$ cat config.mk
export PLATFORM = sky130hd
export DESIGN_NAME = tofc_timer_control
export DESIGN_NICKNAME = d
export VERILOG_FILES = /design/src/hdl/tofc_pkg.sv /design/src/hdl/tofc_counter.sv /design/src/hdl/tofc_timer_control.sv
export SDC_FILE = /design/constraint.sdc
export NUM_CORES = 1
export LEC_CHECK = 0
export BUFFER_PORTS_ARGS = -buffer_cell sky130_fd_sc_hd__buf_2
export CAP_MARGIN = 20
export CELL_PAD_IN_SITES_DETAIL_PLACEMENT = 1
export CELL_PAD_IN_SITES_GLOBAL_PLACEMENT = 1
export CORE_ASPECT_RATIO = 1.4
export CORE_MARGIN = 2
export CORE_UTILIZATION = 40
export CTS_CLUSTER_SIZE = 14
export DETAILED_ROUTE_END_ITERATION = 10
export PLACE_DENSITY = 0.85
export SKIP_LAST_GASP = 1
export SLEW_MARGIN = 10
export SYNTH_ARGS = -nofsm -noshare
export SYNTH_HDL_FRONTEND = slang
export SYNTH_SLANG_ARGS = --single-unit
$ cat constraint.sdc
create_clock -name clock -period 2.2 [get_ports clock]
set_input_delay 0.33 -clock clock [delete_from_list [all_inputs] [get_ports clock]]
set_output_delay 0.33 -clock clock [all_outputs]
set_load 0.01 [all_outputs]
$ cat src/hdl/tofc_pkg.sv
// Package: register map, field positions and state layout of the timer control
package tofc_pkg;

    // ----------------------------------------
    // Register map (byte addresses)
    // ----------------------------------------
    localparam logic [7:0] TOFC_CTRL_OFFS   = 8'h00;
    localparam logic [7:0] TOFC_MODE_OFFS   = 8'h04;
    localparam logic [7:0] TOFC_EVENT_OFFS  = 8'h08;
    localparam logic [7:0] TOFC_MASK_OFFS   = 8'h0c;
    localparam logic [7:0] TOFC_LOW0_OFFS   = 8'h10;
    localparam logic [7:0] TOFC_LOW1_OFFS   = 8'h14;
    localparam logic [7:0] TOFC_RELOAD0_OFFS = 8'h18;
    localparam logic [7:0] TOFC_RELOAD1_OFFS = 8'h1c;

    // ----------------------------------------
    // Control register fields
    // ----------------------------------------
    localparam int TOFC_SECOND_FLAG_BIT = 7;
    localparam int TOFC_SECOND_RUN_BIT  = 6;
    localparam int TOFC_FIRST_FLAG_BIT  = 5;
    localparam int TOFC_FIRST_RUN_BIT   = 4;

    // Mode register fields: gate enables
    localparam int TOFC_FIRST_GATE_BIT  = 0;
    localparam int TOFC_SECOND_GATE_BIT = 1;

    // ----------------------------------------
    // Reset values and count limit
    // ----------------------------------------
    localparam logic [7:0] TOFC_CTRL_RST   = 8'h00;
    localparam logic [1:0] TOFC_MODE_RST   = 2'h0;
    localparam logic [1:0] TOFC_MASK_RST   = 2'h0;
    localparam logic [7:0] TOFC_COUNT_RST  = 8'h00;
    localparam logic [7:0] TOFC_COUNT_MAX  = 8'hff;

    // ----------------------------------------
    // Types
    // ----------------------------------------
    typedef struct packed {
        logic [1:0] run;      // Index 0 first timer, 1 second timer
        logic [1:0] flag;
        logic [1:0] gate;
        logic [1:0] evt;      // Sticky overflow events for interrupt
        logic [1:0] mask;
        logic [7:0] low0;
        logic [7:0] low1;
        logic [7:0] reload0;
        logic [7:0] reload1;
        logic [31:0] rdata;
    } tofc_state_t;

    typedef struct packed {
        logic [1:0] enable;
        logic [1:0] overflow;
    } tofc_tick_t;

endpackage

$ cat src/hdl/tofc_counter.sv
// Eight-bit auto-reload counter with overflow pulse
`timescale 1ns/1ps
module tofc_counter
    import tofc_pkg::*;
#(
    parameter int WIDTH = 8
) (
    // Clock and reset
    input  wire logic             clock,
    input  wire logic             rstSync_n,
    // Control
    input  wire logic             enable,
    input  wire logic             load,
    input  wire logic [WIDTH-1:0] loadValue,
    input  wire logic [WIDTH-1:0] reloadValue,
    // Status
    output logic      [WIDTH-1:0] count,
    output logic                  overflow
);

    logic [WIDTH-1:0] count_reg;
    logic [WIDTH-1:0] count_next;
    logic             wrap;

    // ----------------------------------------
    // Counting
    // ----------------------------------------
    // Leaving all ones is the overflow; the low byte reloads from reloadValue
    assign wrap = enable && (count_reg == {WIDTH{1'b1}});

    always_comb begin
        count_next = count_reg;
        if (load) begin
            count_next = loadValue;
        end else if (wrap) begin
            count_next = reloadValue;
        end else if (enable) begin
            count_next = count_reg + 1'b1;
        end
    end

    always_ff @(posedge clock or negedge rstSync_n) begin
        if (!rstSync_n) begin
            count_reg <= '0;
        end else begin
            count_reg <= count_next;
        end
    end

    assign count    = count_reg;
    assign overflow = wrap && !load;

endmodule

$ cat src/hdl/tofc_timer_control.sv
// Timer run control and overflow flags with APB registers
// Functional notes
// - Second timer overflow sets its flag
// - Second flag clears on vector or write
// - First timer overflow sets its flag
// - First flag clears on vector or write
// - Ungated first timer runs on run bit
// - Ungated second timer runs on run bit
// - Low byte wrap from all ones to the reload value is overflow
`timescale 1ns/1ps
module tofc_timer_control
    import tofc_pkg::*;
(
    // Clock and reset
    input  wire logic        clock,
    input  wire logic        rst_n,
    // APB slave
    input  wire logic        psel,
    input  wire logic        penable,
    input  wire logic        pwrite,
    input  wire logic [7:0]  paddr,
    input  wire logic [31:0] pwdata,
    output logic      [31:0] prdata,
    output logic             pready,
    output logic             pslverr,
    // Gate pins and CPU vector acknowledges
    input  wire logic        firstExternalGateInput,
    input  wire logic        secondExternalGateInput,
    input  wire logic        firstVectorAck,
    input  wire logic        secondVectorAck,
    // Timer status
    output logic             firstTimerOverflowFlag,
    output logic             secondTimerOverflowFlag,
    output logic             firstTimerEnabled,
    output logic             secondTimerEnabled,
    output logic             irq
);

    // ----------------------------------------
    // Reset and pin synchronisers
    // ----------------------------------------
    logic [1:0]  rstPipe;
    logic        rstSync_n;
    logic [1:0]  gateMeta;
    logic [1:0]  gateSync;

    always_ff @(posedge clock or negedge rst_n) begin
        if (!rst_n) begin
            rstPipe <= 2'h0;
        end else begin
            rstPipe <= {rstPipe[0], 1'b1};
        end
    end
    assign rstSync_n = rstPipe[1];

    // Gate pins are asynchronous; only the second stage is read
    always_ff @(posedge clock or negedge rstSync_n) begin
        if (!rstSync_n) begin
            gateMeta <= 2'h0;
            gateSync <= 2'h0;
        end else begin
            gateMeta <= {secondExternalGateInput, firstExternalGateInput};
            gateSync <= gateMeta;
        end
    end

    // ----------------------------------------
    // Bus decode
    // ----------------------------------------
    tofc_state_t state_reg;
    tofc_state_t state_next;
    tofc_tick_t  tick;
    logic        wrEn;
    logic        rdEn;
    logic        mapped;
    logic [7:0]  ctrlView;
    logic [7:0]  count0;
    logic [7:0]  count1;
    logic        load0;
    logic        load1;

    // Zero wait states: every access completes in its first access cycle
    assign wrEn = psel && penable && pwrite;
    assign rdEn = psel && penable && !pwrite;
    assign mapped = (paddr == TOFC_CTRL_OFFS) || (paddr == TOFC_MODE_OFFS)
                 || (paddr == TOFC_EVENT_OFFS) || (paddr == TOFC_MASK_OFFS)
                 || (paddr == TOFC_LOW0_OFFS) || (paddr == TOFC_LOW1_OFFS)
                 || (paddr == TOFC_RELOAD0_OFFS)
                 || (paddr == TOFC_RELOAD1_OFFS);
    assign pready  = 1'b1;
    assign pslverr = psel && penable && !mapped;
    assign load0 = wrEn && (paddr == TOFC_LOW0_OFFS);
    assign load1 = wrEn && (paddr == TOFC_LOW1_OFFS);

    // ----------------------------------------
    // Run enables
    // ----------------------------------------
    // Gate off: the run bit alone decides; gate on: pin must also be high
    for (genvar i = 0; i < 2; i++) begin : g_enable
        assign tick.enable[i] = state_reg.run[i]
                             && (!state_reg.gate[i] || gateSync[i]);
    end

    tofc_counter #(
        .WIDTH       (8)
    ) u_counter0 (
        .clock       (clock),
        .rstSync_n   (rstSync_n),
        .enable      (tick.enable[0]),
        .load        (load0),
        .loadValue   (pwdata[7:0]),
        .reloadValue (state_reg.reload0),
        .count       (count0),
        .overflow    (tick.overflow[0])
    );

    tofc_counter #(
        .WIDTH       (8)
    ) u_counter1 (
        .clock       (clock),
        .rstSync_n   (rstSync_n),
        .enable      (tick.enable[1]),
        .load        (load1),
        .loadValue   (pwdata[7:0]),
        .reloadValue (state_reg.reload1),
        .count       (count1),
        .overflow    (tick.overflow[1])
    );

    assign ctrlView = {state_reg.flag[1], state_reg.run[1],
                       state_reg.flag[0], state_reg.run[0], 4'h0};

    // ----------------------------------------
    // State update
    // ----------------------------------------
    always_comb begin
        state_next = state_reg;
        state_next.low0 = count0;
        state_next.low1 = count1;
        if (wrEn) begin
            case (paddr)
                TOFC_CTRL_OFFS: begin
                    state_next.run[0]  = pwdata[TOFC_FIRST_RUN_BIT];
                    state_next.run[1]  = pwdata[TOFC_SECOND_RUN_BIT];
                    state_next.flag[0] = pwdata[TOFC_FIRST_FLAG_BIT];
                    state_next.flag[1] = pwdata[TOFC_SECOND_FLAG_BIT];
                end
                TOFC_MODE_OFFS: begin
                    state_next.gate[0] = pwdata[TOFC_FIRST_GATE_BIT];
                    state_next.gate[1] = pwdata[TOFC_SECOND_GATE_BIT];
                end
                TOFC_MASK_OFFS:    state_next.mask    = pwdata[1:0];
                TOFC_RELOAD0_OFFS: state_next.reload0 = pwdata[7:0];
                TOFC_RELOAD1_OFFS: state_next.reload1 = pwdata[7:0];
                default: ;
            endcase
        end
        // Vector acknowledge clears the flag
        if (firstVectorAck) begin
            state_next.flag[0] = 1'b0;
        end
        if (secondVectorAck) begin
            state_next.flag[1] = 1'b0;
        end
        // Reading the event register clears it
        // Only events already shown are cleared; a later one stays pending
        if (rdEn && (paddr == TOFC_EVENT_OFFS)) begin
            state_next.evt = state_reg.evt & ~state_reg.rdata[1:0];
        end
        // Overflow comes last so a same-cycle clear never loses it
        if (tick.overflow[0]) begin
            state_next.flag[0] = 1'b1;
            state_next.evt[0]  = 1'b1;
        end
        if (tick.overflow[1]) begin
            state_next.flag[1] = 1'b1;
            state_next.evt[1]  = 1'b1;
        end
        state_next.rdata = 32'h0;
        case (paddr)
            TOFC_CTRL_OFFS:    state_next.rdata = {24'h0, ctrlView};
            TOFC_MODE_OFFS:    state_next.rdata = {30'h0, state_reg.gate};
            TOFC_EVENT_OFFS:   state_next.rdata = {30'h0, state_reg.evt};
            TOFC_MASK_OFFS:    state_next.rdata = {30'h0, state_reg.mask};
            TOFC_LOW0_OFFS:    state_next.rdata = {24'h0, count0};
            TOFC_LOW1_OFFS:    state_next.rdata = {24'h0, count1};
            TOFC_RELOAD0_OFFS: state_next.rdata = {24'h0, state_reg.reload0};
            TOFC_RELOAD1_OFFS: state_next.rdata = {24'h0, state_reg.reload1};
            default:           state_next.rdata = 32'h0;
        endcase
        // Captured in the setup cycle so the access cycle reads a flop
        if (!(psel && !penable && !pwrite)) begin
            state_next.rdata = 32'h0;
        end
    end

    always_ff @(posedge clock or negedge rstSync_n) begin
        if (!rstSync_n) begin
            state_reg         <= '0;
            state_reg.mask    <= TOFC_MASK_RST;
            state_reg.gate    <= TOFC_MODE_RST;
        end else begin
            state_reg <= state_next;
        end
    end

    // Read data stands from a flop through the access cycle, zero wait
    assign prdata = state_reg.rdata;

    assign firstTimerOverflowFlag  = state_reg.flag[0];
    assign secondTimerOverflowFlag = state_reg.flag[1];
    assign firstTimerEnabled       = tick.enable[0];
    assign secondTimerEnabled      = tick.enable[1];
    assign irq = |(state_reg.evt & state_reg.mask);

    // ----------------------------------------
    // Checks
    // ----------------------------------------
    property p_first_set;
        @(posedge clock) disable iff (!rstSync_n)
        tick.overflow[0] |=> firstTimerOverflowFlag;
    endproperty
    a_first_set: assert property (p_first_set)
        else $error("first flag not set after overflow");

    property p_second_set;
        @(posedge clock) disable iff (!rstSync_n)
        tick.overflow[1] |=> secondTimerOverflowFlag;
    endproperty
    a_second_set: assert property (p_second_set)
        else $error("second flag not set after overflow");

    property p_first_ack;
        @(posedge clock) disable iff (!rstSync_n)
        (firstVectorAck && !tick.overflow[0]) |=> !firstTimerOverflowFlag;
    endproperty
    a_first_ack: assert property (p_first_ack)
        else $error("first flag not cleared by vector");

    property p_second_ack;
        @(posedge clock) disable iff (!rstSync_n)
        (secondVectorAck && !tick.overflow[1]) |=> !secondTimerOverflowFlag;
    endproperty
    a_second_ack: assert property (p_second_ack)
        else $error("second flag not cleared by vector");

    property p_first_run;
        @(posedge clock) disable iff (!rstSync_n)
        (state_reg.run[0] && !state_reg.gate[0]) |-> firstTimerEnabled;
    endproperty
    a_first_run: assert property (p_first_run)
        else $error("ungated first timer not enabled");

    property p_second_run;
        @(posedge clock) disable iff (!rstSync_n)
        (state_reg.run[1] && !state_reg.gate[1]) |-> secondTimerEnabled;
    endproperty
    a_second_run: assert property (p_second_run)
        else $error("ungated second timer not enabled");

    property p_wrap;
        @(posedge clock) disable iff (!rstSync_n)
        (firstTimerEnabled && count0 == TOFC_COUNT_MAX && !load0)
            |=> (count0 == $past(state_reg.reload0)) && firstTimerOverflowFlag;
    endproperty
    a_wrap: assert property (p_wrap)
        else $error("wrap did not reload and flag");

    property p_set_wins;
        @(posedge clock) disable iff (!rstSync_n)
        (tick.overflow[0] && wrEn && paddr == TOFC_CTRL_OFFS
            && !pwdata[TOFC_FIRST_FLAG_BIT]) |=> firstTimerOverflowFlag;
    endproperty
    a_set_wins: assert property (p_set_wins)
        else $error("software clear beat overflow");

    property p_second_set_wins;
        @(posedge clock) disable iff (!rstSync_n)
        (tick.overflow[1] && wrEn && paddr == TOFC_CTRL_OFFS
            && !pwdata[TOFC_SECOND_FLAG_BIT]) |=> secondTimerOverflowFlag;
    endproperty
    a_second_set_wins: assert property (p_second_set_wins)
        else $error("software clear beat second overflow");

    property p_first_sw_clear;
        @(posedge clock) disable iff (!rstSync_n)
        (wrEn && paddr == TOFC_CTRL_OFFS && !pwdata[TOFC_FIRST_FLAG_BIT]
            && !tick.overflow[0]) |=> !firstTimerOverflowFlag;
    endproperty
    a_first_sw_clear: assert property (p_first_sw_clear)
        else $error("first flag not cleared by write");

    property p_second_sw_clear;
        @(posedge clock) disable iff (!rstSync_n)
        (wrEn && paddr == TOFC_CTRL_OFFS && !pwdata[TOFC_SECOND_FLAG_BIT]
            && !tick.overflow[1]) |=> !secondTimerOverflowFlag;
    endproperty
    a_second_sw_clear: assert property (p_second_sw_clear)
        else $error("second flag not cleared by write");

    property p_second_wrap;
        @(posedge clock) disable iff (!rstSync_n)
        (secondTimerEnabled && count1 == TOFC_COUNT_MAX && !load1)
            |=> (count1 == $past(state_reg.reload1)) && secondTimerOverflowFlag;
    endproperty
    a_second_wrap: assert property (p_second_wrap)
        else $error("second wrap did not reload and flag");

endmodule

## After elaboration in Yosys (flattened, before gate mapping)

Index checks and enable logic that the tools add are counted.

| storage, ports and cells | value |
|---|---|
| memory bits (read-only) | 0 |
| input bits | 49 |
| bits in registers | 80 |
| logic and storage cells | 95 |
| memories | 0 |
| bits in latches | 0 |
| bits in writable memories | 0 |
| output and inout port bits | 39 |

| operators by class | value |
|---|---|
| add/sub/neg operators | 2 |
| multipliers | 0 |
| $lt $le $gt $ge | 0 |
| shifts and indexed selects | 0 |
| multiplexer cells | 18 |
| divide/modulo/power cells | 0 |
| equality and inequality tests | 9 |
| bitwise gates (word level) | 3 |
| reductions and logical operators | 48 |

Operators with widths:

| kind | count |
|---|---|
| $pmux W8 S8 | 1 |
| $mux W8 | 6 |
| $eq A8 B5 Y1 const B | 4 |
| $mux W32 | 1 |
| $reduce_bool A3 Y1 | 6 |
| $add A8 B1 Y8 const B | 2 |
| $eq A8 B4 Y1 const B | 2 |
| $eq A8 B8 Y1 const B | 2 |
| $logic_and A1 B1 Y1 | 15 |
| $reduce_and A2 Y1 | 7 |
| $logic_or A1 B1 Y1 | 9 |
| $eq A8 B3 Y1 const B | 1 |
| $logic_not A8 Y1 | 1 |
| $logic_not A1 Y1 | 7 |
| $mux W1 | 6 |
| $mux W2 | 3 |
| $and A2 B2 Y2 | 2 |
| $mux W4 | 1 |
| $reduce_bool A2 Y1 | 2 |
| $not A2 Y2 | 1 |
| $reduce_or A2 Y1 | 1 |

## Longest topological paths before layout

Gate-level depths: netlist of run 1.

| logic depth | value |
|---|---|
| depth in word-level cells | 10 |
| gate-level depth with buffers | 7 |
| mapped depth without buffers | 6 |

## Hierarchy

From an unflattened synthesis of run 1, not the netlist that was laid out.

| second synthesis, totals | value |
|---|---|
| cell total of the unflattened synthesis | 313 |
| area total of the unflattened synthesis | 3305.7 um^2 |

By module, submodules not included:

| module | sequential area each (um^2) | cells each | instances | area each (um^2) |
|---|---|---|---|---|
| tofc_timer_control | 1001.0 | 185 | 1 | 2162.1 |
| tofc_counter at u_counter1 | 200.2 | 67 | 1 | 584.3 |
| tofc_counter at u_counter0 | 200.2 | 61 | 1 | 559.3 |

## Least setup slack after synthesis of run 1

Ideal clock, no wire load.

| path | value |
|---|---|
| kind | input -> register |
| start point | in paddr[1] |
| end point | reg state_reg[32] (netlist bit) |
| cell stages on the path | 6 |
| data arrival time | 1.552 ns |
| setup time | 0.127 ns |
| buffers on the path | 2 |
| setup slack | 0.521 ns |
| required time | 2.073 ns |
| path through | or2_1 -> buf_2 -> nor3_2 -> and2_1 -> buf_6 -> mux2_1 |

| between the ends | value |
|---|---|
| cells in the longest elaborated chain, start to end | 2 |

RTL lines:

| element | line | RTL |
|---|---|---|
| start: declaration | tofc_timer_control.sv:21 | `input wire logic [7:0] paddr,` |
| $eq A8 B5 Y1 | tofc_timer_control.sv:141 | `case (paddr)` |
| $reduce_and A2 Y1 (no source line) | - |  |
| end signal: assignment | tofc_timer_control.sv:203 | `state_reg <= state_next;` |
| end: declaration | tofc_timer_control.sv:70 | `tofc_state_t state_reg;` |

No other way between the ends.
A chain may end at the register's enable or synchronous reset.

## Worst setup path after layout of run 1

| path | value |
|---|---|
| start point | reg u_counter0.count_reg[0] (netlist: u_counter0.count[0]) |
| end point | reg u_counter0.count_reg[0] (netlist: u_counter0.count[0]) |

| between the ends | value |
|---|---|
| cells in the longest elaborated chain, start to end | 4 |
| elaborated cells on any way between the ends | 7 |
| classes of those cells | add/sub (1); eq/ne (1); mux (3); reduce/logical (2) |

RTL lines:

| element | line | RTL |
|---|---|---|
| start: declaration | tofc_counter.sv:21 | `logic [WIDTH-1:0] count_reg;` |
| start signal: assignment | tofc_counter.sv:46 | `count_reg <= count_next;` |
| $add A8 B1 Y8 or $eq A8 B8 Y1 (tied branches) | tofc_counter.sv:38, tofc_counter.sv:29 |  |
| $mux W8 or $logic_and A1 B1 Y1 (tied branches) | tofc_counter.sv:37, tofc_counter.sv:29 |  |
| $mux W8 | tofc_counter.sv:35 | `end else if (wrap) begin` |
| $mux W8 | tofc_counter.sv:33 | `if (load) begin` |

Parallel ways exist; a longest one is shown, timed or not. The select of a mux whose other input is x is not followed.

==> run metrics, run 1 <==
post-synthesis sequential area ratio 42.7%; clock sink count 56; xor/xnor share of the synthesized area 0.533%; Tot GR Track Use about a fifth; number of port buffers 38; Worst Path Arrival ~2100 ps; Max-cap violations 0; Reg clk slew, reported paths 80 ps; post-synthesis mux area share 14.3%; fillers 934; worst path bufs/invs 1; r2r worst-path depth 7; max incr delay on CP 500 ps; simple-gate share of the synthesized area around a fifth; capturing point of the worst reg2reg path u_counter0.count[0]; Tmin final 1930 ps; CP required 2390 ps; DR vias 2583; delay-heaviest family, CP flip-flops; top_reg_cell synth dfrtp_1; fin cells approximately 450; Compound-Gate Fraction of Synth Area 10.8%; Synth Instances around 320; Iter 0 DRT Violations 149; PwrDens 626 nW/µm²; internal cell power 1.62 mW; htree depth 2; row count 39; number of gates resized after CTS 0; Core Area 8050 µm²; fin crit share 87.8%; status completed; Mapped Area 3290 µm²; crit start category register; DRC viols 0; main combinational cell family by area after synthesis simple AND/OR/NAND/NOR gates; largest net degree at the start of global routing 22; flip-flop and latch area 1400 µm²; Root Buffer clkbuf_16; Final Routed Wirelength 8900 µm; Setup Viol. Count Final 0; post-synthesis async set-or-reset flop share 100%; Switching Fraction 28.2%; Starting Density 40.8%; Worst slew margin 64.7%; Place WS about 250 ps; Remaining Overflow, GRT 0; die width 80.6 µm; vias in the first global route approximately 2700; Multi-input gate area 1630 µm²; Setup crit end kind register; synth-to-layout area growth 9.52%; Final WS setup about 270 ps; critical path peak fanout 7; cell count after placement 445; worst clock skew just over 8 ps; # Post-CTS Setup Buffers 0; maximum clock rate 518 MHz; TritonCTS buffer count 5; worst hold path endpoint gateMeta[1]; Syn Area/Cell about 10 µm²; worst path cell trace ha_1 -> nand3_1 -> nor3_1 -> buf_4 -> nor2_1 -> a211oi_1 -> o21ai_1; most frequent cells in the layout dfrtp_1, nand2_1, buf_2; hold path startpoint secondExternalGateInput; Final Hold Vio Count 0; RSZ-0062 raised after global routing no; synth unique cells 55; critical path depth in cells 7; share of power burned in registers 51.2%; dpl cell area 3440 µm²; sw power 0.635 mW; reg-to-reg startpoint u_counter0.count[0]; Synth Warn # 0; max reg flops 22; Detailed Place HPWL 6900 µm; die area 8960 µm²; setup_tns 0 ps; actual slew at the worst max-slew pin 525 ps; routed wire length per instance 19.6 µm; CP max stage cell dfrtp_1; combinational power share 12.5%; CTS tree yes; CTS Hold Buffers Added 1; GP Congestion around 0.86; layout net count 402; Clock Latency Late Sink 300 ps; Hold Path Depth 1; first-pass GRT wire length roughly 14000 µm; Adder-Cell Fraction of Synth Area 0.762%; clock group share of total power 36.4%; Die H 111 µm; Slew Viols, Final 0; Synth Register Bits 56; Crit Path Class reg -> reg; Leakage 1.72 nW; share of layout cells above drive strength 1 about a quarter; initial antenna violation count 0; Final Cell Area about 3600 µm²; number of synthesized flops with an enable pin 0; drt pass-1 iters 5; worst-case hold slack 133 ps; I/O pin count 88; Antenna diodes 0; R2R Setup Slk 270 ps; Clock Tree Buf Depth 2; detailed-route vias per instance 5.69; peak supply drop roughly 0.52 mV; commonest non-fill, non-tap cell in the layout dfrtp_1; Hold Crit Class in -> reg; ANT nets after route 0
[logic make-up (layout without fill, tap and decap cells)]
kind of cell | after synthesis | after routing
fa+ha+maj | 2 | 2
simple gates | 113 | 113
other cells | 2 | 26
flops | 56 | 56
compound gates | 54 | 54
xor+xnor | 2 | 2
buf+inv | 49 | 60
mux | 39 | 39
[metrics by stage]
step	power [mW]	utilization, %
floorplan	1.36	-
CTS	2.28	44.7
detailed placement	1.45	42.7
global route	2.35	44.7
finish	2.25	44.7
global placement	1.43	42.7
[worst register-to-register path, stage by stage (launching register included)]
cell	delay (ps)
dfrtp_1	500
ha_1	380
nand3_1	160
nor3_1	170
buf_4	180
nor2_1	50
a211oi_1	260
o21ai_1	110
[final cells by class]
type	instances	share of cell area [%]
inverters	3	0.313
clock inverters	3	0.626
repair buffers	49	7.65
multi-input cells	236	45.4
clock buffers	5	3.48
well taps	102	3.55
flip-flops and latches	56	39.0
[routing by layer]
layer / up-vias / wire length (µm) / global-route usage [%]
met5: - / 0 / 0
met4: 0 / 278 / 9.72
met3: 23 / 399 / 3.34
met2: 99 / 4980 / 38.9
met1: 1305 / 3240 / 23.5
li1: 1156 / - / -
[synth_stat cells (5+ instances only)]
master	n	share of area, %
dfrtp_1	56	43
nand2_1	40	4.6
buf_4	34	7.8
nand3_1	20	3.0
mux2_2	15	5.1
a21oi_1	14	2.1
mux2i_1	12	3.7
o21ai_0	11	1.7
nor2_1	10	1.1
mux2_1	8	2.7
nand4_1	8	1.5
buf_2	5	0.76
[power by group through the flow]
stage               combinational (mW)  clock (mW)  sequential [mW]
floorplan                        0.214           0             1.15
global placement                 0.263           0             1.17
detailed placement               0.278           0             1.17
CTS                              0.281       0.845             1.15
global route                     0.310       0.872             1.16
finish                           0.281       0.820             1.15
[worst max-delay path by stage]
stage | from | end
6_report | u_counter0.count[0] | u_counter0.count[0]
2_1_floorplan | paddr[1] | state_reg[32]
5_1_grt | u_counter0.count[0] | u_counter0.count[0]
3_5_place_dp | paddr[7] | state_reg[32]
4_1_cts | u_counter0.count[0] | u_counter0.count[0]
3_3_place_gp | paddr[7] | state_reg[33]
Note: power is estimated with default switching activity, not from simulation.
==> run 2: changes to the inputs <==
--- a/config.mk
+++ b/config.mk
@@ -11,10 +11,10 @@
 export CELL_PAD_IN_SITES_GLOBAL_PLACEMENT = 1
 export CORE_ASPECT_RATIO = 1.4
 export CORE_MARGIN = 2
-export CORE_UTILIZATION = 40
+export CORE_UTILIZATION = 43
 export CTS_CLUSTER_SIZE = 14
 export DETAILED_ROUTE_END_ITERATION = 10
-export PLACE_DENSITY = 0.85
+export PLACE_DENSITY = 0.91
 export SKIP_LAST_GASP = 1
 export SLEW_MARGIN = 10
 export SYNTH_ARGS = -nofsm -noshare
==> constraint.sdc (replaced) <==
create_clock -name clock -period 2.3 [get_ports clock]
set_input_delay 0.345 -clock clock [delete_from_list [all_inputs] [get_ports clock]]
set_output_delay 0.345 -clock clock [all_outputs]
set_load 0.01 [all_outputs]
==> run metrics, run 2 (synthesized netlist as in run 1, its figures left out) <==
status completed; Tot GR Track Use 21.9% (+0.55 points); Slew Viols, Final 0 (unchanged); max reg flops 22 (unchanged); number of port buffers 38 (unchanged); critical path peak fanout 8 (+1); DRC viols 0 (unchanged); PwrDens 549 nW/µm² (-12%); ANT nets after route 0 (unchanged); reg-to-reg startpoint u_counter1.count[0]; capturing point of the worst reg2reg path u_counter1.count[1]; Iter 0 DRT Violations 128 (-14%); Crit Path Class reg -> reg; Setup crit end kind register; Final Hold Vio Count 0 (unchanged); drt pass-1 iters 4 (-1); Worst slew margin 59.7% (-5.0 points); max incr delay on CP 460 ps (-40 ps); routed wire length per instance 19.8 µm (+0.84%); first-pass GRT wire length 14100 µm (-2.4%); Hold Path Depth 1 (unchanged); layout net count 399 (-0.75%); Setup Viol. Count Final 0 (unchanged); I/O pin count 88 (unchanged); Clock Tree Buf Depth 2 (unchanged); CP max stage cell dfrtp_1; clock sink count 56 (unchanged); Starting Density 44.6% (+3.8 points); peak supply drop 0.321 mV (-38%); htree depth 2 (unchanged); die width 77.9 µm (-3.4%); fin crit share 84.7% (-3.1 points); Detailed Place HPWL 6860 µm (-0.49%); hold path startpoint firstExternalGateInput; commonest non-fill, non-tap cell in the layout dfrtp_1; actual slew at the worst max-slew pin 605 ps (+79.5 ps); largest net degree at the start of global routing 30 (+36%); crit start category register; Core Area 7360 µm² (-8.6%); Clock Latency Late Sink 320 ps (+20 ps); vias in the first global route 2681 (+0.45%); Root Buffer clkbuf_8; worst clock skew 14.0 ps (+5.90 ps); Leakage 1.69 nW (-2.1%); die area 8370 µm² (-6.7%); CTS tree yes; synth-to-layout area growth 7.77%; # Post-CTS Setup Buffers 0 (unchanged); initial antenna violation count 0 (unchanged); Hold Crit Class in -> reg; worst-case hold slack 131 ps (-1.41 ps); Worst Path Arrival 2140 ps (+20 ps); Antenna diodes 0 (unchanged); Final Routed Wirelength 8820 µm (-0.93%); setup_tns 0 ps (unchanged); worst path cell trace ha_1 -> and4_1 -> and3_1 -> mux2i_1 -> o211ai_1; most frequent cells in the layout dfrtp_1, nand2_1, buf_2; Die H 107 µm (-3.4%); share of layout cells above drive strength 1 24.6% (-0.93 points); Tmin final 1950 ps (+16.4 ps); DR vias 2605 (+0.85%); Reg clk slew, reported paths 90 ps (about the same); fin cells 446 (-1.8%); Max-cap violations 0 (unchanged); detailed-route vias per instance 5.84 (+2.7%); TritonCTS buffer count 5 (unchanged); worst hold path endpoint gateMeta[0]; RSZ-0062 raised after global routing no; r2r worst-path depth 5 (-2); Remaining Overflow, GRT 0 (unchanged); CP required 2500 ps (+110 ps); row count 37 (-5.1%); GP Congestion 0.945 (+9.8%); R2R Setup Slk 350 ps (+80 ps); maximum clock rate 514 MHz (-0.84%); cell count after placement 437 (-1.8%)
-- run 2: cell types whose count changed in the layout (fill, tap and decap cells not counted) --
cell	previous run	this run
buf_12	0	2
buf_4	10	5
clkbuf_1	0	1
clkbuf_16	5	0
clkbuf_8	0	6
clkinv_2	1	0
clkinv_4	1	0
clkinvlp_4	0	1
inv_6	1	0
-- run 2: worst max-delay path: cells and delay by family (launching register included) --
family          cells  cell delay [ps]
simple gates        2              690
flops               1              460
fa+ha+maj           1              290
mux                 1              290
compound gates      1              110
-- run 2: cell type report --
cell class / instances / area, µm²
Fill cell: 843 / 3820
Inverter: 3 / 11.3
Clock buffer: 7 / 86.3
Multi-Input combinational cell: 236 / 1630
Clock inverter: 1 / 7.51
Sequential cell: 56 / 1400
Tap cell: 97 / 121
Timing Repair Buffer: 46 / 278
-- run 2: timing repair --
item,in CTS,in global routing
resized for setup,0,0
endpoints found under the hold margin,2,0
hold buffers,1,0
-- run 2: routing by layer --
| layer | wire length (µm) | GRT usage (%) | vias up |
|---|---|---|---|
| met4 | 320 | 11.2 | 0 |
| met2 | 4850 | 40.0 | 105 |
| met5 | 0 | 0 | - |
| li1 | - | - | 1153 |
| met1 | 3270 | 24.3 | 1322 |
| met3 | 378 | 3.27 | 25 |
-- run 2: report_power, final --
group	leakage [nW]	internal (mW)	switching [mW]
logic	0.919	0.111	0.156
registers	0.723	1.03	0.0781
clock network	0.0445	0.246	0.325
-- run 2: how the worst max path moves through the flow --
stage,from,endpoint,slack [ps],cells past startpoint
floorplan,paddr[1],state_reg[32],610,6
global placement,paddr[3],state_reg[69],360,5
detailed placement,paddr[3],state_reg[69],260,5
CTS,state_reg[69],secondTimerEnabled,390,4
global route,u_counter1.count[0],u_counter1.count[0],210,6
finish,u_counter1.count[0],u_counter1.count[1],350,5
-- run 2: per-stage QoR --
stage          total power [mW]  worst slack, ps  instance area [µm²]  utilization [%]
2_1_floorplan              1.30              606                 3380                -
3_3_place_gp               1.36              357                 3440             46.7
3_5_place_dp               1.39              256                 3440             46.7
4_1_cts                    1.95              390                 3540             48.1
5_1_grt                    2.03              208                 3540             48.1
6_report                   1.94              353                 3540             48.1
==> run 3: changes to the inputs <==
--- a/config.mk
+++ b/config.mk
@@ -5,16 +5,17 @@
 export SDC_FILE = /design/constraint.sdc
 export NUM_CORES = 1
 export LEC_CHECK = 0
+export ABC_AREA = 1
 export BUFFER_PORTS_ARGS = -buffer_cell sky130_fd_sc_hd__buf_2
 export CAP_MARGIN = 20
 export CELL_PAD_IN_SITES_DETAIL_PLACEMENT = 1
 export CELL_PAD_IN_SITES_GLOBAL_PLACEMENT = 1
 export CORE_ASPECT_RATIO = 1.4
 export CORE_MARGIN = 2
-export CORE_UTILIZATION = 43
+export CORE_UTILIZATION = 35
 export CTS_CLUSTER_SIZE = 14
 export DETAILED_ROUTE_END_ITERATION = 10
-export PLACE_DENSITY = 0.91
+export PLACE_DENSITY = 0.83
 export SKIP_LAST_GASP = 1
 export SLEW_MARGIN = 10
 export SYNTH_ARGS = -nofsm -noshare
==> constraint.sdc (replaced) <==
create_clock -name clock -period 1.7 [get_ports clock]
set_input_delay 0.255 -clock clock [delete_from_list [all_inputs] [get_ports clock]]
set_output_delay 0.255 -clock clock [all_outputs]
set_load 0.01 [all_outputs]
==> run metrics, run 3 <==
DR vias 3153 (+21%); Tot GR Track Use 19.9% (-2.0 points); xor/xnor share of the synthesized area 1.71% (+1.2 points); cell taking the most area after synthesis dfrtp_1; TritonCTS buffer count 5 (unchanged); setup_tns 0 ps (unchanged); Tmin final 1550 ps (-397 ps); Final WS setup 150 ps (-203 ps); number of synthesized flops with an enable pin 0 (unchanged); Syn Area/Cell 7.62 µm² (-26%); Synth Register Bits 56 (unchanged); simple-gate share of the synthesized area 33.2% (+13 points); maximum clock rate 645 MHz (+26%); Core Area 9950 µm² (+35%); critical path peak fanout 5 (-3); worst clock skew 3.49 ps (-10.5 ps); peak supply drop 0.395 mV (+23%); Reg clk slew, reported paths 70 ps (-20 ps); fin crit share 91.2% (+6.5 points); max incr delay on CP 410 ps (-50 ps); Hold Crit Class in -> reg; Place WS 51.1 ps (-205 ps); die area 11100 µm² (+33%); Worst Path Arrival 1740 ps (-400 ps); DRC viols 0 (unchanged); Remaining Overflow, GRT 0 (unchanged); CP required 1890 ps (-610 ps); most numerous cell in the Yosys netlist nand2_1; die width 89.6 µm (+15%); Die H 124 µm (+15%); Root Buffer clkbuf_16; Synth Warn # 0 (unchanged); clock sink count 56 (unchanged); top_reg_cell synth dfrtp_1; Slew Viols, Final 0 (unchanged); Util after Layout 40.2% (-7.9 points); Final Routed Wirelength 10300 µm (+17%); synth-to-layout area growth 11.4%; Most common cell on crit path nand2_1; Iter 0 DRT Violations 132 (+3.1%); first-pass GRT wire length 16600 µm (+18%); area share of the leading cell type in the synthesized netlist 39.0% (-3.6 points); commonest non-fill, non-tap cell in the layout nand2_1; status completed; detailed-route vias per instance 4.87 (-17%); initial antenna violation count 0 (unchanged); most frequent cells in the layout nand2_1, nand3_1, dfrtp_1; Antenna diodes 0 (unchanged); Starting Density 36.1% (-8.6 points); post-synthesis sequential area ratio 39.0% (-3.6 points); drt pass-1 iters 5 (+1); ANT nets after route 0 (unchanged); Synth area leaders dfrtp_1, nand2_1, nand3_1; commonest cells in the netlist nand2_1, nand3_1, dfrtp_1; RSZ-0062 raised after global routing yes; post-synthesis async set-or-reset flop share 100% (unchanged); Clock Tree Buf Depth 2 (unchanged); synth unique cells 34 (-38%); Max-cap violations 0 (unchanged); Leakage 2.03 nW (+20%); I/O pin count 88 (unchanged); Crit Path Class reg -> reg; Setup crit end kind register; Setup Viol. Count Final 0 (unchanged); Detailed Place HPWL 8160 µm (+19%); row count 43 (+16%); vias in the first global route 3318 (+24%); Adder-Cell Fraction of Synth Area 0.697% (-0.065 points); Final Hold Vio Count 0 (unchanged); CTS tree yes; worst path cell trace ha_1 -> nand2_1 -> inv_1 -> nand2_1 -> nand3b_1 -> nand2_1 -> o21ai_0 -> nand2_1 -> nand3_1; CP max stage cell dfrtp_1; GP Congestion 0.888 (-6.0%); number of port buffers 38 (unchanged); Mapped Area 3590 µm² (+9.3%); post-synthesis mux area share 0% (-14 points); Clock Latency Late Sink 300 ps (-20 ps); layout net count 563 (+41%); main combinational cell family by area after synthesis simple AND/OR/NAND/NOR gates; share of layout cells above drive strength 1 21.4% (-3.2 points); Compound-Gate Fraction of Synth Area 10.5% (-0.32 points); htree depth 2 (unchanged); max reg flops 22 (unchanged); routed wire length per instance 15.9 µm (-20%); crit start category register; PwrDens 860 nW/µm² (+57%); Synth Instances 471 (+49%); largest net degree at the start of global routing 37 (+23%)
run 3: metrics by stage:
stage / cell area (µm²) / instances / hold WS (ps) / total power, mW
after global placement: 3820 / 639 / 39.7 / 2.32
after detailed placement: 3820 / 639 / 41.8 / 2.36
after CTS: 3980 / 648 / 47.9 / 3.45
after floorplan: 3680 / 495 / -40.6 / 2.15
final: 4000 / 648 / 55.4 / 3.44
after global routing: 4000 / 648 / 43.2 / 3.64
run 3: cell families (layout without fill, tap and decap cells):
kind of cell | Yosys count | after routing
AO/OA/AOI/OAI | 59 | 59
XOR/XNOR | 7 | 7
adder cells (fa/ha/maj) | 2 | 2
buffers and inverters | 98 | 116
flip-flops | 56 | 56
other | 2 | 26
AND/OR/NAND/NOR | 247 | 247
run 3: final timing paths:
kind                                              from  slack [ps]  cells after the start                   to
worst min-delay path            firstExternalGateInput          60                      1          gateMeta[0]
worst max-delay path               u_counter0.count[0]         150                      9  u_counter0.count[1]
worst min register to register              rstPipe[1]         210                      0        state_reg[69]
worst max register to register     u_counter0.count[0]         150                      9  u_counter0.count[1]
min in group asynchronous                   rstPipe[1]         210                      0        state_reg[69]
max in group asynchronous                   rstPipe[1]         940                      1            prdata[3]
run 3: critical path, delay by kind of cell (launching register included):
| family | cells | cell delay [ps] |
|---|---|---|
| compound gates | 1 | 80 |
| fa+ha+maj | 1 | 210 |
| buf+inv | 1 | 120 |
| simple gates | 6 | 610 |
| flops | 1 | 410 |
run 3: layer usage:
| metal | up-vias | track usage [%] | share of wire, % |
|---|---|---|---|
| met5 | - | 0 | 0 |
| met4 | 0 | 10.7 | 4.3 |
| met3 | 23 | 3.18 | 3.2 |
| met2 | 74 | 35.7 | 54 |
| met1 | 1529 | 21.8 | 38 |
| li1 | 1527 | - | - |
run 3: final cells by class:
type,instances,area [µm²]
Sequential cell,56,1400
Tap cell,135,169
Clock inverter,1,8.76
Multi-Input combinational cell,341,1770
Fill cell,1265,5950
Clock buffer,7,143
Inverter,60,228
Timing Repair Buffer,48,280
run 3: report_power, final:
part	total [mW]	leakage [nW]	internal (mW)	switching, mW
registers	1.62	0.740	1.46	0.169
clock network	1.08	0.0741	0.591	0.489
logic	0.734	1.22	0.266	0.468
total	3.44	2.03	2.31	1.13
run 3: repair_timing:
| item | 4_1_cts | 5_1_grt |
|---|---|---|
| hold endpoints to repair | 2 | 0 |
| endpoints found under the setup margin | 0 | 8 |
| gates resized for setup | 0 | 4 |
| buffers inserted | 0 | 0 |
| hold buffers | 1 | 0 |
